File: config.mk
export PLATFORM = sky130hd
export DESIGN_NAME = tip_io_pins
export DESIGN_NICKNAME = d
export VERILOG_FILES = /design/src/hdl/tip_pkg.sv /design/src/hdl/tip_pulse_det.sv /design/src/hdl/tip_io_pins.sv
export SDC_FILE = /design/constraint.sdc
export NUM_CORES = 1
export LEC_CHECK = 0
export BUFFER_PORTS_ARGS = -buffer_cell sky130_fd_sc_hd__buf_2
export CORE_MARGIN = 2
export CORE_UTILIZATION = 43
export DETAILED_ROUTE_END_ITERATION = 10
export GPL_TIMING_DRIVEN = 0
export MAX_ROUTING_LAYER = met4
export SYNTH_ARGS = -nofsm -noshare
export SYNTH_HDL_FRONTEND = slang
export SYNTH_SLANG_ARGS = --single-unit
export TNS_END_PERCENT = 10
File: constraint.sdc
create_clock -name pclk -period 7.1 [get_ports pclk]
set_clock_uncertainty 0.05 [all_clocks]
set_input_delay 0.71 -clock pclk [delete_from_list [all_inputs] [get_ports pclk]]
set_output_delay 0.71 -clock pclk [all_outputs]
set_load 0.02 [all_outputs]
File: src/hdl/tip_pkg.sv
// Package of constants, register map and enums for the trigger and inhibit pin block
package tip_pkg;
   localparam int          CLK_MHZ        = 125;
   localparam int          PULSE_MIN_US   = 30;
   localparam int          PULSE_MIN_CYC  = PULSE_MIN_US * CLK_MHZ;
   // Register byte offsets
   localparam logic [11:0] TRIG_CFG_OFS   = 12'h000;
   localparam logic [11:0] INH_CFG_OFS    = 12'h004;
   localparam logic [11:0] CTRL_OFS       = 12'h008;
   localparam logic [11:0] STATUS_OFS     = 12'h00C;
   localparam logic [11:0] PWM_PER_OFS    = 12'h010;
   localparam logic [11:0] PWM_DUTY_OFS   = 12'h014;
   localparam logic [11:0] MIN_LOW_OFS    = 12'h018;
   // Config fields: [0] invert, [2:1] function, [3] inhibit variant, [5:4] output value
   localparam int          CFG_INV_BIT    = 0;
   localparam int          CFG_FUNC_LSB   = 1;
   localparam int          CFG_LATCH_BIT  = 3;
   localparam int          CFG_VAL_LSB    = 4;
   // Control fields: [0] turn on, [1] turn off, [2] panel trigger, [3] clear protection, [4] source ext
   localparam int          CTL_ON_BIT     = 0;
   localparam int          CTL_OFF_BIT    = 1;
   localparam int          CTL_TRIG_BIT   = 2;
   localparam int          CTL_CLR_BIT    = 3;
   localparam int          CTL_SRC_BIT    = 4;
   localparam logic [1:0]  FUNC_SPECIAL   = 2'h0;
   localparam logic [1:0]  FUNC_INPUT     = 2'h1;
   localparam logic [1:0]  FUNC_OUTPUT    = 2'h2;
   localparam logic [1:0]  TFUNC_TRIG_IN  = 2'h3;
   localparam logic [1:0]  VAL_TRUE       = 2'h0;
   localparam logic [1:0]  VAL_FALSE      = 2'h1;
   localparam logic [1:0]  VAL_PWM        = 2'h2;
   localparam logic [31:0] TRIG_CFG_RST   = 32'h0000_0000;
   localparam logic [31:0] INH_CFG_RST    = 32'h0000_0000;
   localparam logic [31:0] PWM_PER_RST    = 32'h0000_03E8;
   localparam logic [31:0] PWM_DUTY_RST   = 32'h0000_01F4;
   localparam logic [31:0] MIN_LOW_RST    = 32'(PULSE_MIN_CYC);
   typedef enum logic [1:0] {TIP_IDLE, TIP_LOW, TIP_WAIT_HIGH} tip_det_e;
endpackage : tip_pkg

File: src/hdl/tip_pulse_det.sv
// Synchronised pin input with minimum-low-width pulse detector
`timescale 1ns/1ps
`default_nettype none
module tip_pulse_det
   import tip_pkg::*;
#(
   parameter int CW = 32
) (
   input  wire logic          pclk,       // Bus clock
   input  wire logic          presetn,    // Async reset, active low
   input  wire logic          pin_in,     // Raw pin level
   input  wire logic          invert,     // Polarity inversion
   input  wire logic [CW-1:0] min_low,    // Minimum active-low cycles
   output logic               level,      // Synchronised, polarity-corrected level
   output logic               pulse       // One cycle per accepted pulse
);
   logic          sync1;
   logic          sync2;
   logic [CW-1:0] cnt;
   tip_det_e      st;

   // Two-flop synchroniser; only sync2 is read by logic
   always_ff @(posedge pclk or negedge presetn) begin
      if (!presetn) begin
         sync1 <= 1'b1;
         sync2 <= 1'b1;
      end else begin
         sync1 <= pin_in;
         sync2 <= sync1;
      end
   end

   assign level = sync2 ^ invert;

   // Pulse accepted once low has lasted min_low cycles; fires once per low phase
   always_ff @(posedge pclk or negedge presetn) begin
      if (!presetn) begin
         st    <= TIP_IDLE;
         cnt   <= '0;
         pulse <= 1'b0;
      end else begin
         pulse <= 1'b0;
         case (st)
            TIP_IDLE: begin
               cnt <= CW'(1);
               if (!level) st <= TIP_LOW;
            end
            TIP_LOW: begin
               if (level) begin
                  st <= TIP_IDLE;
               end else if (cnt >= min_low - CW'(1)) begin
                  pulse <= 1'b1;
                  st    <= TIP_WAIT_HIGH;
               end else begin
                  cnt <= cnt + CW'(1);
               end
            end
            TIP_WAIT_HIGH: begin
               if (level) st <= TIP_IDLE;
            end
            default: st <= TIP_IDLE;
         endcase
      end
   end
endmodule : tip_pulse_det
`default_nettype wire

File: src/hdl/tip_io_pins.sv
// Trigger and inhibit pin logic with APB register access
`timescale 1ns/1ps
`default_nettype none
module tip_io_pins
   import tip_pkg::*;
#(
   parameter int CW = 32
) (
   input  wire logic        pclk,                        // Bus clock, 125 MHz
   input  wire logic        presetn,                     // Async reset, active low
   input  wire logic        psel,                        // APB select
   input  wire logic        penable,                     // APB enable
   input  wire logic        pwrite,                      // APB direction
   input  wire logic [11:0] paddr,                       // APB byte address
   input  wire logic [31:0] pwdata,                      // APB write data
   output logic [31:0]      prdata,                      // APB read data
   output logic             pready,                      // APB ready
   output logic             pslverr,                     // APB error
   input  wire logic        trig_pin_in,                 // Trigger pin level in
   output logic             trig_pin_out,                // Trigger pin drive value
   output logic             trig_pin_oe,                 // Trigger pin drive enable
   input  wire logic        inh_pin_in,                  // Inhibit pin level in
   output logic             inh_pin_out,                 // Inhibit pin drive value
   output logic             inh_pin_oe,                  // Inhibit pin drive enable
   output logic             seq_start,                   // Step-sequence start pulse
   output logic             output_on,                   // On/off state and its indication
   output logic             output_enable,               // Actual output allowed
   output logic             output_block_indicator,      // Level inhibit active while output on
   output logic             protection_block_indicator   // Latched inhibit status
);
   logic [31:0]   trig_cfg;
   logic [31:0]   inh_cfg;
   logic [31:0]   pwm_per;
   logic [31:0]   pwm_duty;
   logic [CW-1:0] min_low;
   logic          sequence_trigger_source;
   logic          trig_level;
   logic          trig_pulse;
   logic          inh_level;
   logic          inh_pulse;
   logic [31:0]   pwm_cnt;
   logic          pwm_wave;
   logic [CW-1:0] tout_cnt;
   logic          wr;
   logic          rd_hit;
   logic          panel_trig;
   logic          ext_trig;
   logic          on_req;
   logic          off_req;
   logic          clr_req;
   logic          trig_inv;
   logic          inh_inv;
   logic [1:0]    trig_func;
   logic [1:0]    inh_func;
   logic          inh_latch;
   logic          level_inh;

   assign trig_inv  = trig_cfg[CFG_INV_BIT];
   assign inh_inv   = inh_cfg[CFG_INV_BIT];
   assign trig_func = trig_cfg[CFG_FUNC_LSB +: 2];
   assign inh_func  = inh_cfg[CFG_FUNC_LSB +: 2];
   assign inh_latch = inh_cfg[CFG_LATCH_BIT];

   // Function of a pin's general-output value, polarity applied
   function automatic logic out_level(input logic [1:0] val, input logic inv, input logic pwm);
      logic v;
      case (val)
         VAL_TRUE:  v = 1'b0;   // True is low when straight
         VAL_FALSE: v = 1'b1;   // False is high when straight
         VAL_PWM:   v = pwm;
         default:   v = 1'b1;
      endcase
      return v ^ inv;
   endfunction : out_level

   // APB: zero wait states, unmapped addresses answer with an error
   assign wr      = psel & penable & pwrite;
   assign pready  = 1'b1;
   always_comb begin
      case (paddr)
         TRIG_CFG_OFS, INH_CFG_OFS, CTRL_OFS, STATUS_OFS,
         PWM_PER_OFS, PWM_DUTY_OFS, MIN_LOW_OFS: rd_hit = 1'b1;
         default:                                rd_hit = 1'b0;
      endcase
   end
   assign pslverr = psel & penable & ~rd_hit;

   // Configuration registers
   always_ff @(posedge pclk or negedge presetn) begin
      if (!presetn) begin
         trig_cfg                <= TRIG_CFG_RST;
         inh_cfg                 <= INH_CFG_RST;  // Inhibit, level-following
         pwm_per                 <= PWM_PER_RST;
         pwm_duty                <= PWM_DUTY_RST;
         min_low                 <= CW'(MIN_LOW_RST);
         sequence_trigger_source <= 1'b0;
      end else if (wr) begin
         case (paddr)
            TRIG_CFG_OFS: trig_cfg <= {26'h0, pwdata[5:0]};
            INH_CFG_OFS:  inh_cfg  <= {26'h0, pwdata[5:0]};
            CTRL_OFS:     sequence_trigger_source <= pwdata[CTL_SRC_BIT];
            PWM_PER_OFS:  pwm_per  <= pwdata;
            PWM_DUTY_OFS: pwm_duty <= pwdata;
            MIN_LOW_OFS:  min_low  <= CW'(pwdata);
            default: ;
         endcase
      end
   end

   // Command strobes from control writes; these bits are self-clearing
   assign on_req     = wr && paddr == CTRL_OFS && pwdata[CTL_ON_BIT];
   assign off_req    = wr && paddr == CTRL_OFS && pwdata[CTL_OFF_BIT];
   assign clr_req    = wr && paddr == CTRL_OFS && pwdata[CTL_CLR_BIT];
   assign panel_trig = wr && paddr == CTRL_OFS && pwdata[CTL_TRIG_BIT];

   // Read mux; status shows synced pin levels and the on/inhibit state
   always_comb begin
      case (paddr)
         TRIG_CFG_OFS: prdata = trig_cfg;
         INH_CFG_OFS:  prdata = inh_cfg;
         CTRL_OFS:     prdata = {27'h0, sequence_trigger_source, 4'h0};
         STATUS_OFS:   prdata = {27'h0, protection_block_indicator, output_block_indicator,
                                 output_on, inh_level, trig_level};
         PWM_PER_OFS:  prdata = pwm_per;
         PWM_DUTY_OFS: prdata = pwm_duty;
         MIN_LOW_OFS:  prdata = 32'(min_low);
         default:      prdata = 32'h0000_0000;
      endcase
   end

   // Pin receivers: synchronised, polarity-corrected, pulse-qualified
   tip_pulse_det #(.CW(CW)) u_trig_det (
      .pclk    (pclk),
      .presetn (presetn),
      .pin_in  (trig_pin_in),
      .invert  (trig_inv),
      .min_low (min_low),
      .level   (trig_level),
      .pulse   (trig_pulse)
   );
   tip_pulse_det #(.CW(CW)) u_inh_det (
      .pclk    (pclk),
      .presetn (presetn),
      .pin_in  (inh_pin_in),
      .invert  (inh_inv),
      .min_low (min_low),
      .level   (inh_level),
      .pulse   (inh_pulse)
   );

   // Shared PWM: period count and high-time count programmed apart
   always_ff @(posedge pclk or negedge presetn) begin
      if (!presetn) begin
         pwm_cnt <= 32'h0000_0000;
      end else if (pwm_cnt + 32'h0000_0001 >= pwm_per) begin
         pwm_cnt <= 32'h0000_0000;
      end else begin
         pwm_cnt <= pwm_cnt + 32'h0000_0001;
      end
   end
   assign pwm_wave = pwm_cnt < pwm_duty;

   // Sequence start: panel trigger under manual source, pin pulse under external
   assign ext_trig  = trig_func == TFUNC_TRIG_IN && sequence_trigger_source && trig_pulse;
   assign seq_start = (panel_trig && !sequence_trigger_source) || ext_trig;

   // Trigger-out low-time counter, restarted by each run start while the trigger pin is in special function
   always_ff @(posedge pclk or negedge presetn) begin
      if (!presetn) begin
         tout_cnt <= '0;
      end else if (seq_start && trig_func == FUNC_SPECIAL) begin
         tout_cnt <= CW'(PULSE_MIN_CYC);
      end else if (tout_cnt != '0) begin
         tout_cnt <= tout_cnt - CW'(1);
      end
   end

   // Trigger pin drive
   always_comb begin
      trig_pin_oe  = 1'b0;
      trig_pin_out = 1'b1;
      case (trig_func)
         FUNC_SPECIAL: begin
            trig_pin_oe  = 1'b1;
            trig_pin_out = (tout_cnt == '0) ^ trig_inv;
         end
         FUNC_OUTPUT: begin
            trig_pin_oe  = 1'b1;
            trig_pin_out = out_level(trig_cfg[CFG_VAL_LSB +: 2], trig_inv, pwm_wave);
         end
         default: ;  // Inputs leave the pin undriven
      endcase
   end

   // Inhibit pin drive, only in general-output mode
   always_comb begin
      inh_pin_oe  = inh_func == FUNC_OUTPUT;
      inh_pin_out = inh_pin_oe ? out_level(inh_cfg[CFG_VAL_LSB +: 2], inh_inv, pwm_wave) : 1'b1;
   end

   // Level inhibit: active-low after polarity; open pin reads high
   assign level_inh = inh_func == FUNC_SPECIAL && !inh_latch && !inh_level;
   assign output_block_indicator = level_inh && output_on;
   assign output_enable = output_on && !level_inh;

   // On state and latched protection; the pulse wins over a same-cycle clear
   always_ff @(posedge pclk or negedge presetn) begin
      if (!presetn) begin
         output_on                  <= 1'b0;
         protection_block_indicator <= 1'b0;
      end else begin
         if (inh_func == FUNC_SPECIAL && inh_latch && inh_pulse && output_on) begin
            output_on                  <= 1'b0;  // Open non-inverted pin never pulses
            protection_block_indicator <= 1'b1;
         end else begin
            if (clr_req) protection_block_indicator <= 1'b0;
            if (off_req) output_on <= 1'b0;
            else if (on_req && !protection_block_indicator) output_on <= 1'b1;
         end
      end
   end

   // Checks
   latch_turnoff_a: assert property (@(posedge pclk) disable iff (!presetn)
      inh_func == FUNC_SPECIAL && inh_latch && inh_pulse && output_on
      |=> !output_on && protection_block_indicator) else $error("latch inhibit missed");
   no_auto_on_a: assert property (@(posedge pclk) disable iff (!presetn)
      !output_on && !on_req |=> !output_on) else $error("output turned on by itself");
   prot_block_a: assert property (@(posedge pclk) disable iff (!presetn)
      protection_block_indicator && !clr_req |=> !$rose(output_on)) else $error("on while protected");
   level_force_a: assert property (@(posedge pclk) disable iff (!presetn)
      level_inh |-> !output_enable) else $error("inhibit did not force zero");
   level_keep_a: assert property (@(posedge pclk) disable iff (!presetn)
      output_on && $fell(level_inh) && !off_req |-> output_enable) else $error("no recovery");
   trig_width_a: assert property (@(posedge pclk) disable iff (!presetn)
      $rose(tout_cnt != '0) |-> (tout_cnt != '0)[*8]) else $error("trigger pulse short");
   trig_count_a: assert property (@(posedge pclk) disable iff (!presetn)
      tout_cnt != '0 && !(seq_start && trig_func == FUNC_SPECIAL)
      |=> tout_cnt == $past(tout_cnt) - CW'(1)) else $error("trigger count skipped");
   ext_start_a: assert property (@(posedge pclk) disable iff (!presetn)
      ext_trig |-> seq_start) else $error("external start lost");
   manual_start_a: assert property (@(posedge pclk) disable iff (!presetn)
      panel_trig && !sequence_trigger_source && trig_func == FUNC_SPECIAL
      |=> tout_cnt == CW'(PULSE_MIN_CYC)) else $error("manual start no pulse");
   true_level_a: assert property (@(posedge pclk) disable iff (!presetn)
      inh_func == FUNC_OUTPUT && inh_cfg[CFG_VAL_LSB +: 2] == VAL_TRUE
      |-> inh_pin_out == inh_inv) else $error("true level wrong");
   false_level_a: assert property (@(posedge pclk) disable iff (!presetn)
      inh_func == FUNC_OUTPUT && inh_cfg[CFG_VAL_LSB +: 2] == VAL_FALSE
      |-> inh_pin_out == !inh_inv) else $error("false level wrong");
   latch_cov_c: cover property (@(posedge pclk) inh_pulse && inh_latch && output_on);
   level_cov_c: cover property (@(posedge pclk) output_block_indicator);
   start_cov_c: cover property (@(posedge pclk) ext_trig);
   pwm_cov_c:   cover property (@(posedge pclk) inh_pin_oe && $rose(pwm_wave));
endmodule : tip_io_pins
`default_nettype wire

== Yosys cells after proc, flatten, opt, wreduce, memory -nomap -nowiden ==
Index checks and enable logic that the tools add are counted.

* Add/sub/neg operators: 5
* Order comparisons: 4
* Equality and inequality tests: 25
* Multiplexer cells: 38
* Bitwise gates (word level): 9
* Reductions and logical operators: 49

{| class="wikitable"
|+ Operators by type and width
! operator !! count
|-
| $mux W32 || 7
|-
| $pmux W32 S7 || 1
|-
| $pmux W32 S2 || 2
|-
| $add A32 B1 Y32 const B || 3
|-
| $ge A32 B32 Y1 || 3
|-
| $sub A32 B1 Y32 const B || 2
|-
| $eq A12 B5 Y1 const B || 3
|-
| $logic_not A32 Y1 || 1
|-
| $lt A32 B32 Y1 || 1
|-
| $reduce_bool A32 Y1 || 1
|-
| $eq A12 B4 Y1 const B || 2
|-
| $logic_and A1 B1 Y1 || 17
|-
| $mux W2 || 8
|-
| $ne A2 B2 Y1 const B || 8
|-
| $mux W1 || 15
|-
| $eq A2 B2 Y1 const B || 7
|-
| $eq A12 B3 Y1 const B || 1
|-
| $logic_not A12 Y1 || 1
|-
| $logic_not A2 Y1 || 6
|-
| $pmux W2 S3 || 2
|-
| $reduce_and A2 Y1 || 6
|-
| $reduce_and A3 Y1 || 4
|-
| $reduce_bool A2 Y1 || 4
|-
| $reduce_or A7 Y1 || 1
|-
| other kinds (10) || 24
|}

* Register bits: 249
* Input bits: 51
* Output and inout bits: 43
* Logic and storage cells: 150

== Longest topological paths before layout ==
* Depth in word-level cells: 8
* Gate-level depth with buffers: 20
* Gate-level depth less buffers: 16

== By module ==
Synthesis repeated with hierarchy kept, for this count alone.

* Cell total of the unflattened synthesis: 1,776
* Area total of the unflattened synthesis: 16,444.5 sq um

{| class="wikitable"
|+ Modules (own cells, without submodules)
! module !! times used !! cells each !! area each (sq um) !! seq. area each (sq um)
|-
| tip_io_pins || 1 || 960 || 9,760.6 || 4,403.0
|-
| tip_pulse_det || 2 || 408 || 3,342.0 || 928.4
|}

== Worst setup path before layout ==
Ideal clock, no wire load.

* Path kind: register -> register
* Start: reg min_low[0]
* End: reg u_trig_det.cnt[24]
* Setup time: 140 ps
* Data arrival time: 4,036 ps
* Required time: 6,910 ps
* Path slack: 2,875 ps
* Cell stages (with the launch flop): 18
* Buffers on the path: 2
* Cells stage by stage: dfrtp_1 inv_1 ha_1 nor4b_4 nand3_1 nor4_1 nand2_1 xor2_1 ha_1 a21o_1 a2111oi_0 o21ai_0 a2111oi_2 a21oi_2 buf_6 buf_2 o311ai_0 o41ai_1

* Longest elaborated chain between the ends: 4

{| class="wikitable"
|+ Ends and longest elaborated chain
! what !! line !! RTL
|-
| start, declared || tip_io_pins.sv:35 || <nowiki>logic [CW-1:0] min_low;</nowiki>
|-
| start signal, assigned || tip_io_pins.sv:95 || <nowiki>min_low <= CW'(MIN_LOW_RST);</nowiki>
|-
| start signal, assigned || tip_io_pins.sv:104 || <nowiki>MIN_LOW_OFS: min_low <= CW'(pwdata);</nowiki>
|-
| $sub A32 B1 Y32 || tip_pulse_det.sv:51 || <nowiki>end else if (cnt >= min_low - CW'(1)) begin</nowiki>
|-
| $ge A32 B32 Y1 || tip_pulse_det.sv:51 ||
|-
| $ne A2 B2 Y1 (no source line) || - ||
|-
| $reduce_and A3 Y1 (no source line) || - ||
|-
| end signal, assigned || tip_pulse_det.sv:55 || <nowiki>cnt <= cnt + CW'(1);</nowiki>
|-
| end, declared || tip_pulse_det.sv:19 || <nowiki>logic [CW-1:0] cnt;</nowiki>
|}

Every way passes these cells.
A chain may end at the register's enable or synchronous reset.

== Worst setup path after layout ==
Same ends and word-level chain as after synthesis.

==> impl_results.md <==
- Number of register bits inferred by synthesis: 249
- TritonCTS Buffers: 29
- Post-synthesis cell type with the largest combined area: dfrtp_1
- Count of maximum capacitance violations: 0
- Data arrival, critical path: a little under 6000 ps
- Clock Sink Count: roughly 250
- Total number of vias: around 13000
- Vias per Instance: about 5.9
- H-tree levels: 1
- Top Family by Delay on Critical Path: compound AO/OA/AOI/OAI gates
- Filler cell count in the final layout: between 3000 and 4000
- Clock tree from TritonCTS: built
- Via count of the first global-routing pass: between 10000 and 15000
- Areal power density over the cells: 182.4 nW/um^2
- TNS Setup: 0 ps
- Global router's overall resource usage: 0.2459
- Transition time at the pin with the least slew margin: approximately 1200 ps
- Clock transition at the registers of the reported paths: 60 ps
- Worst min-delay path startpoint: trig_pin_in
- Post-synthesis area per instance: 9.707 sq um
- Reported leakage power: 8.089 nW
- Critical Path Fanout Max: 10
- Width of the die: a little under 200 um
- Total Routed Length: ~46000 um
- Flip-flop cell with the highest count after synthesis: dfrtp_1
- Detailed placer's ending HPWL: 35240 um
- Path type of the worst min-delay path: in -> reg
- RSZ-0062 raised after global routing: false
- Worst path required time: 7480 ps
- Slew Limit Headroom: 0.1883
- Area share of the largest cell type after synthesis: 0.3531
- Row cnt: 70
- Slowest Stage Delay on Critical Path: 670 ps
- Element type at the critical path end: flip-flop
- Final number of hold-violating endpoints: 0
- Maximum clock frequency: 0.1829 GHz
- Average routed wire per standard cell: 20.38 um
- Clock insertion delay at the later pin of the skew report: roughly 570 ps
- Iteration count of the initial detailed-routing pass: 5
- Reg-to-Reg Start: min_low[0]
- Synthesized area: 16020 sq um
- Part of the Yosys area used for sequential elements: 0.3908
- DP Cell Count: 2210
- Number of nets in the final layout: 1953
- Number of cells in the finished layout apart from fillers: 2265
- Number of post-CTS setup repair buffers: 0
- Outcome: completed
- Standard cell with the maximum stage delay on the critical path: nor4_1
- Effective utilization at floorplan: 0.4375
- Number of diodes added for antenna fixing: 0
- Final critical path time including I/O delays and setup: roughly 5500 ps
- DP Worst Slack: between 1500 and 2000 ps
- Total number of yosys warnings: 0
- Resized cells post-CTS: 0
- Placeable core area: 36610 sq um
- Worst setup startpoint: min_low[0]
- Mapped Cells: 1650
- Clock root buffer: clkbuf_16
- Setup-failing EPs final: 0
- Buffers and inverters on the worst path: 3
- Crit path setup slack, layout: 1632 ps
- Total DRC errors in the routed layout: 0
- Hold-fix buffer count after cts: 1
- Maximum root-to-sink buffer count: 3
- Weighted congestion at the end of routability-driven global placement: 0.9710
- Fraction of registers with async set or reset after synthesis: 1.000
- I/O pin cnt: 94
- Critical-path cell list: inv_1 -> ha_1 -> nor4b_4 -> nand3_1 -> nor4_1 -> nand2_1 -> xor2_1 -> ha_1 -> a21o_1 -> a2111oi_0 -> o21ai_0 -> a2111oi_2 -> a21oi_2 -> buf_6 -> buf_2 -> o311ai_0 -> o41ai_1
- Total congestion overflow after global routing: 0
- Antenna-violating nets left: 0
- Die area: just under 40000 sq um
- Fin util: 0.4969
- Wire length of the first global-routing pass: 72840 um
- Number of distinct standard cells referenced by the synthesized netlist: 73
- Path type of the worst setup path: reg -> reg
- Max Slew Vio Count: 0
- Share of final-layout standard cells stronger than drive strength 1: 0.1669
- Layout overhead on the synthesized area: 13.57%
- Dominant cells by area after synthesis: dfrtp_1 (35%), ha_1 (10%), mux2_2 (7.7%)
- Die span in y: between 150 and 200 um
- Count of flip-flops with a built-in enable after synthesis: 0
- Pin count of the biggest net entering global routing: roughly 120
- Net Count, Synth: 1829
- Portion of the clock cycle consumed by the worst path in the final layout: 0.7701
- Most used cell along the critical path: ha_1
- Number of port buffers: 90
- Number of antenna violations at the first check in global routing: 0
- Startpoint types: flip-flop
- Peak VDD IR: 0.0001742 V
- Starting DRC count in detailed routing: 852
==> cells by family (layout without fill, tap and decap cells) <==
group | Yosys count | count (layout) | synth area share
other cells | 1 | 1 | 0.0002341
xor+xnor | 86 | 86 | 0.04789
buf+inv | 160 | 307 | 0.03961
flops | 249 | 249 | 0.3908
simple gates | 570 | 570 | 0.1927
fa+ha+maj | 128 | 128 | 0.09999
mux | 144 | 144 | 0.1001
compound gates | 312 | 312 | 0.1286
==> cell usage after synthesis, drive strengths merged (19+ instances only) <==
cell,count
a21oi,73
o31ai,41
ha,128
mux2,110
nand4,43
and3,32
nand3,55
mux2i,32
nor2,97
or3,19
a21o,35
nor3,34
inv,85
or4,47
xnor2,55
nor3b,33
nor4,19
nand2b,22
dfstp,23
o21ai,69
dfrtp,226
nand2,130
clkbuf,58
xor2,30
==> stage by stage <==
| stage | hold WS [ps] | power [mW] | area, sq um |
|---|---|---|---|
| after floorplan | 295.2 | 1.573 | 16020 |
| after global placement | 296.3 | 1.668 | 17050 |
| after detailed placement | 300.0 | 1.677 | 17120 |
| after CTS | 161.3 | 3.352 | 18190 |
| after global routing | 167.8 | 3.427 | 18190 |
| final | 185.2 | 3.318 | 18190 |
==> cell usage in the layout (no fill, tap or decap), types with 6 or more instances in the layout <==
cell type	count
nor3_1	33
o311ai_0	6
and2_1	10
inv_1	85
and3_1	32
nand4_1	43
o31ai_1	41
nand2_1	130
buf_2	95
a211oi_1	11
bufinv_16	7
a21oi_1	72
dfstp_2	23
xnor2_1	55
mux2_2	110
ha_1	128
dfrtp_1	226
a21o_1	35
or3_1	19
o41ai_1	10
nor3b_1	33
nor2b_1	12
nor2_1	97
clkbuf_1	64
a31oi_1	10
o21a_1	7
o211ai_1	12
xor2_1	30
or4_1	47
o311ai_1	6
nand2b_1	22
nor4_1	16
clkbuf_16	29
o21ai_0	67
mux2i_1	32
buf_1	7
nand3_1	54
==> worst paths after layout <==
kind	depth (start not counted)	to	slack, ps
max reg2reg	17	u_trig_det.cnt[24]	1630
min reg2reg	0	u_trig_det.sync2	310
max	17	u_trig_det.cnt[24]	1630
min in group asynchronous	2	tout_cnt[18]	580
min	1	u_trig_det.sync1	190
max in group asynchronous	4	pwm_cnt[16]	4980
==> worst reg2reg max path, cell delays in order, from the launching register on <==
cell and delay, ps:
dfrtp_1 440, inv_1 250, ha_1 270, nor4b_4 440, nand3_1 260, nor4_1 670, nand2_1 140, xor2_1 320
ha_1 310, a21o_1 160, a2111oi_0 380, o21ai_0 240, a2111oi_2 340, a21oi_2 130, buf_6 160, buf_2 210
o311ai_0 400, o41ai_1 140
==> metal layers <==
layer | vias up | global-route usage | wire [um]
li1 | 6304 | - | -
met3 | 104 | 0.02344 | 2200
met2 | 390 | 0.3985 | 21860
met5 | - | - | 0
met4 | 0 | 0.09858 | 1956
met1 | 6559 | 0.3185 | 20140
==> sequential cells by signal, indices dropped and copies added (netlist names), 2 cells and up <==
name,count
min_low,32
pwm_cnt,32
pwm_duty,32
pwm_per,32
tout_cnt,32
u_inh_det.cnt,32
u_trig_det.cnt,32
inh_cfg,6
trig_cfg,6
u_inh_det.st,2
u_trig_det.st,2
==> power by group <==
part | total [mW] | internal (mW) | switching [mW]
Clock | 1.67 | 1.03 | 0.635
Sequential | 1.46 | 1.44 | 0.0207
Combinational | 0.191 | 0.0586 | 0.133
==> layout make-up <==
class                           instances  area, sq um  share of cell area
Buffer                                 75        315.3             0.01733
Clock buffer                           37        775.7             0.04265
Clock inverter                         17        286.5             0.01575
Inverter                               85        319.1             0.01754
Multi-Input combinational cell       1241         9123              0.5015
Sequential cell                       249         6260              0.3441
Tap cell                              468        585.6             0.03219
Timing Repair Buffer                   93        525.5             0.02889
No activity file was read; power rests on OpenSTA's default activity.
